--- src/idt_pkg.sv ---
// Package: constants, state encoding and carrier types of the descriptor transfer service
package idt_pkg;

  // Descriptor window in internal RAM, eight bytes per descriptor
  localparam logic [23:0] DESC_BASE = 24'h00_0100;
  localparam logic [23:0] DESC_LAST = 24'h00_017F;
  localparam int DESC_SHIFT = 3;
  // Word offsets inside a descriptor
  localparam logic [23:0] DESC_MODE_OFS = 24'h00_0000; // Low byte mode, high byte buffer upper
  localparam logic [23:0] DESC_BUF_OFS = 24'h00_0002; // Buffer pointer bits 15..0
  localparam logic [23:0] DESC_IO_OFS = 24'h00_0004; // I/O pointer
  localparam logic [23:0] DESC_CNT_OFS = 24'h00_0006; // Transfer counter

  // Mode byte field positions
  localparam int MODE_IO_HOLD = 4;
  localparam int MODE_WIDTH = 3;
  localparam int MODE_BUF_HOLD = 2;
  localparam int MODE_DIR = 1;
  localparam int MODE_STOP_EN = 0;
  localparam logic [7:0] MODE_USED_MASK = 8'h1F;

  // End status encodings
  localparam logic [1:0] END_RUNNING = 2'h0;
  localparam logic [1:0] END_COUNT = 2'h1;
  localparam logic [1:0] END_STOP = 2'h3;

  // Pointer steps
  localparam logic [15:0] STEP_BYTE = 16'h0001;
  localparam logic [15:0] STEP_WORD = 16'h0002;
  localparam logic [15:0] CNT_ONE = 16'h0001;
  localparam logic [15:0] CNT_ZERO = 16'h0000;

  // Software register offsets on the plain register port
  localparam logic [3:0] REG_CTRL = 4'h0;
  localparam logic [3:0] REG_STATUS = 4'h4;
  localparam logic [3:0] REG_SERVICES = 4'h8;
  localparam int CTRL_ENABLE = 0;
  localparam logic CTRL_ENABLE_RST = 1'b1;

  // Service states, Gray coded along the usual path
  typedef enum logic [3:0] {
    IDT_IDLE = 4'b0000,
    IDT_RD_MODE = 4'b0001,
    IDT_RD_BUF = 4'b0011,
    IDT_RD_IO = 4'b0010,
    IDT_RD_CNT = 4'b0110,
    IDT_CHECK = 4'b0111,
    IDT_MOVE_RD = 4'b0101,
    IDT_MOVE_WR = 4'b0100,
    IDT_WB_CNT = 4'b1100,
    IDT_WB_IO = 4'b1101,
    IDT_WB_BUF = 4'b1111,
    IDT_FINISH = 4'b1110
  } idt_state_type;

  // Request from the interrupt controller for the winning source
  typedef struct packed {
    logic valid; // Winning request present
    logic service_select; // Source marked for descriptor service
    logic [5:0] source; // Winning source number
    logic [3:0] desc_index; // Descriptor slot from source_level_control
  } idt_req_type;

  // Memory master request
  typedef struct packed {
    logic req; // Access pending
    logic we; // Write when high
    logic word; // Word access when high
    logic [23:0] addr; // Byte address
    logic [15:0] wdata; // Write data
  } idt_mem_type;

  // Outcome pulses towards CPU and interrupt controller
  typedef struct packed {
    logic ordinary_irq; // Run the ordinary interrupt sequence
    logic clear_request; // Clear the peripheral request
    logic clear_select; // Clear service_select of the source
    logic branch_handler; // Enter the normal handler
    logic resume; // Resume the interrupted program
  } idt_evt_type;

endpackage

--- src/idt_service.sv ---
// Descriptor transfer service engine driven by interrupt requests
//
// Contract
// - Interrupt request moves data without handler
// - No CPU working register used
// - Record end status, then branch to handler
// - Source level control gives descriptor location
// - Source level control selects service or interrupt
// - Descriptors live at 000100 to 00017F
// - Counter decremented before move; zero ends
// - Up to 65536 items per run
// - I/O pointer reaches only 000000 to 00FFFF
// - Buffer pointer is 24 bits wide
// - Each channel owns its buffer pointer
// - Mode bit 4: I/O pointer increments or holds
// - Mode bit 3: byte or word transfers
// - Mode bit 2: low 16 buffer bits step or hold
// - Mode bit 1 selects transfer direction
// - Mode bit 0 enables peripheral stop request
// - End status 00 run, 01 count, 11 stop
// - Select bit zero means ordinary interrupt
// - Other requests held pending during service
`timescale 1ns/1ps
module idt_service #(
  parameter int IDX_W = 4 // Descriptor index width
) (
  input wire logic clk, // 100 MHz clock
  input wire logic rstn, // Synchronous reset, active low
  input wire idt_pkg::idt_req_type irq_req, // Winning request from interrupt controller
  input wire logic stop_req, // Peripheral stop request
  input wire logic mem_ack, // Memory access done this cycle
  input wire logic [15:0] mem_rdata, // Read data, valid with mem_ack
  input wire logic [3:0] reg_addr, // Register byte address
  input wire logic [31:0] reg_wdata, // Register write data
  input wire logic reg_wr, // Register write strobe
  input wire logic reg_rd, // Register read strobe
  output logic [31:0] reg_rdata, // Read data, cycle after strobe
  output idt_pkg::idt_mem_type mem_out, // Memory master request
  output idt_pkg::idt_evt_type evt, // One-cycle outcome pulses
  output logic hold_pending, // Other requests must wait
  output logic [1:0] end_status // Last end condition
);
  import idt_pkg::*;

  // Index must keep every descriptor inside the RAM window
  if (IDX_W < 1 || IDX_W > 4) begin : g_chk
    $error("IDX_W must be 1 to 4");
  end

  // Whole module state
  typedef struct packed {
    idt_state_type st; // Sequencer state
    logic [7:0] mode; // Mode byte of the running descriptor
    logic [23:0] buf_ptr; // Buffer pointer, own per descriptor
    logic [15:0] io_ptr; // I/O pointer
    logic [15:0] cnt; // Transfer counter after decrement
    logic [15:0] data; // Internal data latch
    logic [IDX_W-1:0] idx; // Descriptor slot
    logic [5:0] source; // Source being serviced
    logic stopped; // Peripheral stop seen
    logic enable; // Service enable from control register
    logic [15:0] services; // Completed data moves
    logic busy; // Hold other requests
    logic [1:0] status; // End status
    idt_mem_type mem; // Memory request
    idt_evt_type evt; // Outcome pulses
    logic [31:0] rdata; // Register read data
  } idt_core_type;

  idt_core_type s;
  idt_core_type next_s;

  logic [23:0] desc_base; // Byte address of the descriptor
  logic [15:0] step; // Pointer step by width
  logic [23:0] io_addr; // Zero-extended I/O address
  logic [23:0] src_addr; // Move source address
  logic [23:0] dst_addr; // Move destination address
  logic accept_svc; // Descriptor service starts
  logic accept_irq; // Ordinary interrupt passes through

  // Descriptor slot scaled into the RAM window
  assign desc_base = DESC_BASE + {{(24-IDX_W-DESC_SHIFT){1'b0}}, s.idx, {DESC_SHIFT{1'b0}}};
  assign step = s.mode[MODE_WIDTH] ? STEP_WORD : STEP_BYTE;
  // Upper address byte of the I/O side is forced to zero
  assign io_addr = {8'h00, s.io_ptr};
  assign src_addr = s.mode[MODE_DIR] ? s.buf_ptr : io_addr;
  assign dst_addr = s.mode[MODE_DIR] ? io_addr : s.buf_ptr;
  // A new request is taken only when idle, so nothing nests
  assign accept_svc = (s.st == IDT_IDLE) && irq_req.valid && irq_req.service_select && s.enable;
  assign accept_irq = (s.st == IDT_IDLE) && irq_req.valid && !(irq_req.service_select && s.enable);

  // Next-state logic for sequencer, descriptor copy and registers
  always_comb begin
    next_s = s;
    next_s.evt = '0;
    next_s.rdata = 32'h0000_0000;
    // Register writes; status and counter are read only
    if (reg_wr && reg_addr == REG_CTRL) begin
      next_s.enable = reg_wdata[CTRL_ENABLE];
    end
    // Register reads, answer in the following cycle only
    if (reg_rd) begin
      case (reg_addr)
        REG_CTRL: next_s.rdata = {31'h0000_0000, s.enable};
        REG_STATUS: next_s.rdata = {16'h0000, 2'h0, s.source, 3'h0, s.busy, 2'h0, s.status};
        REG_SERVICES: next_s.rdata = {16'h0000, s.services};
        default: next_s.rdata = 32'h0000_0000;
      endcase
    end
    case (s.st)
      IDT_IDLE: begin
        if (accept_svc) begin
          // Select bit set and service enabled: run the descriptor service
          next_s.busy = 1'b1;
          next_s.status = END_RUNNING;
          next_s.stopped = 1'b0;
          next_s.source = irq_req.source;
          next_s.idx = irq_req.desc_index[IDX_W-1:0];
          next_s.st = IDT_RD_MODE;
          next_s.mem = '{req: 1'b1, we: 1'b0, word: 1'b1,
                         addr: DESC_BASE + {{(24-IDX_W-DESC_SHIFT){1'b0}},
                                            irq_req.desc_index[IDX_W-1:0],
                                            {DESC_SHIFT{1'b0}}} + DESC_MODE_OFS,
                         wdata: 16'h0000};
        end else if (accept_irq) begin
          // Select bit clear or service disabled: ordinary interrupt sequence
          next_s.evt.ordinary_irq = 1'b1;
        end
      end
      IDT_RD_MODE: begin
        if (mem_ack) begin
          // Reserved mode bits are never trusted
          next_s.mode = mem_rdata[7:0] & MODE_USED_MASK;
          next_s.buf_ptr[23:16] = mem_rdata[15:8];
          next_s.mem.addr = desc_base + DESC_BUF_OFS;
          next_s.st = IDT_RD_BUF;
        end
      end
      IDT_RD_BUF: begin
        if (mem_ack) begin
          next_s.buf_ptr[15:0] = mem_rdata;
          next_s.mem.addr = desc_base + DESC_IO_OFS;
          next_s.st = IDT_RD_IO;
        end
      end
      IDT_RD_IO: begin
        if (mem_ack) begin
          next_s.io_ptr = mem_rdata;
          next_s.mem.addr = desc_base + DESC_CNT_OFS;
          next_s.st = IDT_RD_CNT;
        end
      end
      IDT_RD_CNT: begin
        if (mem_ack) begin
          // Decrement ahead of the move; zero wraps so 65536 items fit
          next_s.cnt = mem_rdata - CNT_ONE;
          next_s.mem.req = 1'b0;
          next_s.st = IDT_CHECK;
        end
      end
      IDT_CHECK: begin
        if (s.mode[MODE_STOP_EN] && stop_req) begin
          // Peripheral asked to stop; nothing is moved
          next_s.stopped = 1'b1;
          next_s.status = END_STOP;
          next_s.st = IDT_FINISH;
        end else begin
          next_s.mem = '{req: 1'b1, we: 1'b0, word: s.mode[MODE_WIDTH],
                         addr: src_addr, wdata: 16'h0000};
          next_s.st = IDT_MOVE_RD;
        end
      end
      IDT_MOVE_RD: begin
        if (mem_ack) begin
          // Data parks in a private latch, CPU registers stay untouched
          next_s.data = mem_rdata;
          next_s.mem = '{req: 1'b1, we: 1'b1, word: s.mode[MODE_WIDTH],
                         addr: dst_addr, wdata: mem_rdata};
          next_s.st = IDT_MOVE_WR;
        end
      end
      IDT_MOVE_WR: begin
        if (mem_ack) begin
          next_s.services = s.services + CNT_ONE;
          if (!s.mode[MODE_IO_HOLD]) begin
            next_s.io_ptr = s.io_ptr + step;
          end
          if (!s.mode[MODE_BUF_HOLD]) begin
            // Only the low half steps, carry never reaches the upper byte
            next_s.buf_ptr[15:0] = s.buf_ptr[15:0] + step;
          end
          next_s.mem = '{req: 1'b1, we: 1'b1, word: 1'b1,
                         addr: desc_base + DESC_CNT_OFS, wdata: s.cnt};
          next_s.st = IDT_WB_CNT;
        end
      end
      IDT_WB_CNT: begin
        if (mem_ack) begin
          next_s.mem.addr = desc_base + DESC_IO_OFS;
          next_s.mem.wdata = s.io_ptr;
          next_s.st = IDT_WB_IO;
        end
      end
      IDT_WB_IO: begin
        if (mem_ack) begin
          next_s.mem.addr = desc_base + DESC_BUF_OFS;
          next_s.mem.wdata = s.buf_ptr[15:0];
          next_s.st = IDT_WB_BUF;
        end
      end
      IDT_WB_BUF: begin
        if (mem_ack) begin
          next_s.mem.req = 1'b0;
          if (s.cnt == CNT_ZERO) begin
            next_s.status = END_COUNT;
          end
          next_s.st = IDT_FINISH;
        end
      end
      IDT_FINISH: begin
        // Status already stands; the branch follows it
        if (s.stopped || s.cnt == CNT_ZERO) begin
          next_s.evt.clear_select = 1'b1;
          next_s.evt.branch_handler = 1'b1;
        end else begin
          next_s.evt.clear_request = 1'b1;
          next_s.evt.resume = 1'b1;
        end
        next_s.busy = 1'b0;
        next_s.st = IDT_IDLE;
      end
      default: begin
        next_s.st = IDT_IDLE;
        next_s.mem.req = 1'b0;
        next_s.busy = 1'b0;
      end
    endcase
  end

  // State register
  always_ff @(posedge clk) begin
    if (!rstn) begin
      s <= '0;
      s.st <= IDT_IDLE;
      s.enable <= CTRL_ENABLE_RST;
      s.status <= END_RUNNING;
    end else begin
      s <= next_s;
    end
  end

  // Outputs straight from the state flops
  assign reg_rdata = s.rdata;
  assign mem_out = s.mem;
  assign evt = s.evt;
  assign hold_pending = s.busy;
  assign end_status = s.status;
endmodule

--- config.mk ---
export PLATFORM = sky130hd
export DESIGN_NAME = idt_service
export DESIGN_NICKNAME = d
export VERILOG_FILES = /design/src/idt_pkg.sv /design/src/idt_service.sv
export SDC_FILE = /design/constraint.sdc
export NUM_CORES = 1
export LEC_CHECK = 0
export BUFFER_PORTS_ARGS = -buffer_cell sky130_fd_sc_hd__buf_2
export CAP_MARGIN = 25
export CORE_MARGIN = 2
export CORE_UTILIZATION = 50
export CTS_CLUSTER_DIAMETER = 60
export DETAILED_ROUTE_END_ITERATION = 6
export PLACE_DENSITY_LB_ADDON = 0.08
export SLEW_MARGIN = 40
export SYNTH_ARGS = -nofsm -noshare
export SYNTH_HDL_FRONTEND = slang
export SYNTH_SLANG_ARGS = --single-unit
--- constraint.sdc ---
create_clock -name clk -period 6.8 [get_ports clk]
set_input_delay 1.36 -clock clk [delete_from_list [all_inputs] [get_ports clk]]
set_output_delay 1.36 -clock clk [all_outputs]
set_load 0.05 [all_outputs]
==> flow_metrics.env <==
export IMPL_finalClockSkew_ps=9.804
export IMPL_grt_remaining_overflow=0
export IMPL_vias_per_cell=5.799
export IMPL_wirelength_um=22620
export IMPL_first_global_vias=6689
export IMPL_antenna_found_initial=0
export IMPL_ys_ff_latch=158
export IMPL_gp_congestion=0.8698
export IMPL_maxSlewHeadroom_pct=41.68
export IMPL_path_common_cell="buf_4"
export IMPL_cp_cell_sequence="buf_2 -> buf_4 -> inv_2 -> buf_4 -> a21oi_1 -> o31ai_1 -> mux2i_1"
export IMPL_wl_per_cell_um=17.59
export IMPL_drt_iter0_markers=492
export IMPL_slew_violations=0
export IMPL_rsz0062_at_grt="no"
export IMPL_pwr_share_clk_pct=33.6
export IMPL_drc=0
export IMPL_p_comb_share_pct=28.5
export IMPL_arrival_ps=3330
export IMPL_start_kind="primary input"
export IMPL_dr_max_layer_used="met4"
export IMPL_drv_cap=0
export IMPL_worst_slew_pin_slew_ps=866.8
export IMPL_vias=7458
export IMPL_swShare_pct=37.80
export IMPL_design_die_area_um2=18180
export IMPL_htree_levels=4
export IMPL_hold_end="mem_out[37]"
export IMPL_p_seq_share_pct=37.9
export IMPL_yosys_warnings=0
export IMPL_clk_pin_slew_ps=70
export IMPL_antenna_cells=0
export IMPL_synth_main_ff_cell="dfxtp_1"
export IMPL_setup_viol=0
export IMPL_cts_buffer_depth=2
export IMPL_wl_met3_um=968
export IMPL_syn_area_um2=8561
export IMPL_critPathBufInv=4
export IMPL_met1_length_um=10310
export IMPL_ir_drop_v=0.0002098
export IMPL_period_share_pct=44.44
export IMPL_grt_first_pass_wirelength_um=36050
export IMPL_cts_setup_buffers=0
export IMPL_p_int_mw=1.725
export IMPL_fin_tns_setup_ps=0
export IMPL_syn2layout_area_growth_pct=6.869
export IMPL_path_delay_family="buffers and inverters"
export IMPL_whs_ps=448.2
export IMPL_status="complete, no violations"
export IMPL_numPortBuffers=105
export IMPL_powerDensity_nw_per_um2=303.1
export IMPL_path_max_fanout=58
export IMPL_yosysSeqAreaShare_pct=36.95
export IMPL_grt_util_all_layers_pct=25.03
export IMPL_path_class="in2reg"
export IMPL_dr_pass1_iters=5
export IMPL_layout_min_cycle_time_ps=3022
export IMPL_grt_max_degree=59
export IMPL_initial_core_util_pct=51.44
export IMPL_rr_worst_depth=6
export IMPL_rrSetupSlack_ps=3930
export IMPL_syn_area_per_cell_um2=8.023
export IMPL_min_from="mem_out[37]"
export IMPL_cts_tree="yes"
export IMPL_nets=1131
export IMPL_layout_common_cells="157 x dfxtp_1, 114 x nor2_1, 105 x buf_2"
export IMPL_worstPathRequired_ps=7110
export IMPL_layout_commonest_cell="dfxtp_1"
export IMPL_drive_gt1_share_pct=16.89
export IMPL_hp_class="reg2reg"
export IMPL_p_leak_nw=3.488
export IMPL_route_met2_wl_um=10800
export IMPL_cts_resized=0
export IMPL_cts_buffers_inserted=17
export IMPL_dp_hpwl_um=15740
export IMPL_ant_nets=0
export IMPL_ys_types=68
export IMPL_slowest_stage="buf_4"
export IMPL_row_count=47
export IMPL_r2r_end="mem_out[13]"
export IMPL_whs_path_depth=2
export IMPL_async_reset_ff_share_pct=0
export IMPL_end_kind="flip-flop"
export IMPL_synth_edf_count=0
export IMPL_power_switching_mw=1.048
export IMPL_max_freq_mhz=330.9
export IMPL_clk_latency_ps=440
export IMPL_syn_instance_count=1067
export IMPL_reg2reg_from="s[191]"
export IMPL_fp_dieH_um=134.9
export IMPL_slowest_delay_ps=650
export IMPL_clock_sinks=158
export IMPL_root_buffer="clkbuf_16"
export IMPL_die_w_um=134.9
export IMPL_hold_viol_final=0
export IMPL_ioPinCount=153
export IMPL_design_core_area_um2=16640
export IMPL_cts_hold_buf=0
worst max-delay path by stage:
stage | endpoint | startpoint | slack [ps] | cells after the start
after CTS | s[191] | rstn | 3800 | 7
after floorplan | s[174] | mem_ack | 4010 | 6
final | s[191] | rstn | 3780 | 7
after detailed placement | s[191] | rstn | 3340 | 7
after global placement | mem_out[17] | irq_req[10] | 3280 | 6
after global routing | s[191] | rstn | 3630 | 7
worst register-to-register path, stage by stage, from the launching register on:
cell       delay, ps
dfxtp_2          310
buf_4            460
and3b_1          760
a22oi_1          280
o21a_1           200
nor2_2           600
o2bb2ai_1        200
registers in the layout (all words and copies together) (netlist names):
signal,flops
evt,3
end_status,2
s,77
reg_rdata,16
hold_pending,1
io_addr,16
mem_out,43
cells in the mapped netlist (all sizes together) (3+ instances only):
| cell type | n | area (µm²) |
|---|---|---|
| dfxtp | 158 | 3163 |
| nor2 | 116 | 437.9 |
| buf | 104 | 735.7 |
| a21oi | 101 | 505.5 |
| nand2 | 96 | 360.4 |
| clkbuf | 62 | 232.7 |
| o21ai | 52 | 260.2 |
| nand3 | 34 | 170.2 |
| mux2i | 33 | 330.3 |
| nor3 | 25 | 140.1 |
| inv | 20 | 75.07 |
| nand4 | 19 | 118.9 |
| a221oi | 18 | 157.7 |
| o2bb2ai | 17 | 148.9 |
| a211oi | 16 | 120.1 |
| a22oi | 15 | 112.6 |
| xnor2 | 15 | 131.4 |
| xor2 | 13 | 113.9 |
| mux2 | 12 | 135.1 |
| nor4 | 11 | 68.82 |
| and2 | 10 | 62.56 |
| and3 | 10 | 62.56 |
| o22ai | 9 | 56.30 |
| o211ai | 7 | 52.55 |
| ha | 6 | 75.07 |
| or3 | 6 | 42.54 |
| a31oi | 5 | 31.28 |
| and4 | 5 | 43.79 |
| nand2b | 5 | 31.28 |
| nor2b | 5 | 31.28 |
| o21a | 5 | 37.54 |
| nor3b | 4 | 30.03 |
| o31a | 4 | 35.03 |
| a311oi | 3 | 26.28 |
| and3b | 3 | 26.28 |
| o211a | 3 | 30.03 |
| o31ai | 3 | 22.52 |
per-layer routing:
metal | vias to the layer above | global-route usage [%]
li1 | 3684 | -
met1 | 3508 | 32.71
met2 | 217 | 41.65
met3 | 49 | 4.204
met4 | 0 | 9.181
met5 | - | 0
cell type report:
type	instances	area [µm²]
fill	1629	7493
multi-input combinational	738	4437
sequential	158	3164
timing repair buffer	118	623.1
clock buffer	17	425.4
tap	220	275.3
clock inverter	15	148.9
inverter	20	75.07
kinds of logic after synthesis:
| kind of cell | count (synthesis) | synth area share [%] |
|---|---|---|
| compound gates | 281 | 21.11 |
| xor+xnor | 28 | 2.865 |
| fa+ha+maj | 8 | 1.345 |
| buf+inv | 186 | 12.19 |
| flops | 158 | 36.95 |
| mux | 45 | 5.437 |
| other cells | 1 | 0.04380 |
| simple gates | 360 | 20.07 |
power by group through the flow:
stage	registers, mW	logic, mW	clock network [mW]
2_1_floorplan	1.05	0.661	0
3_3_place_gp	1.07	0.782	0
3_5_place_dp	1.07	0.789	0
4_1_cts	1.05	0.791	0.952
5_1_grt	1.06	0.866	0.991
6_report	1.05	0.791	0.931
stage by stage:
stage / area [µm²] / setup slack [ps] / cells / total power [mW] / utilization (%)
after floorplan: 8617 / 4013 / 1082 / 1.710 / -
after global placement: 8559 / 3276 / 1254 / 1.852 / 51.43
after detailed placement: 8574 / 3337 / 1254 / 1.859 / 51.52
after CTS: 9149 / 3798 / 1286 / 2.792 / 54.97
after global routing: 9149 / 3628 / 1286 / 2.917 / 54.97
final: 9149 / 3778 / 1286 / 2.773 / 54.97
(Power assumes the default switching activity.)
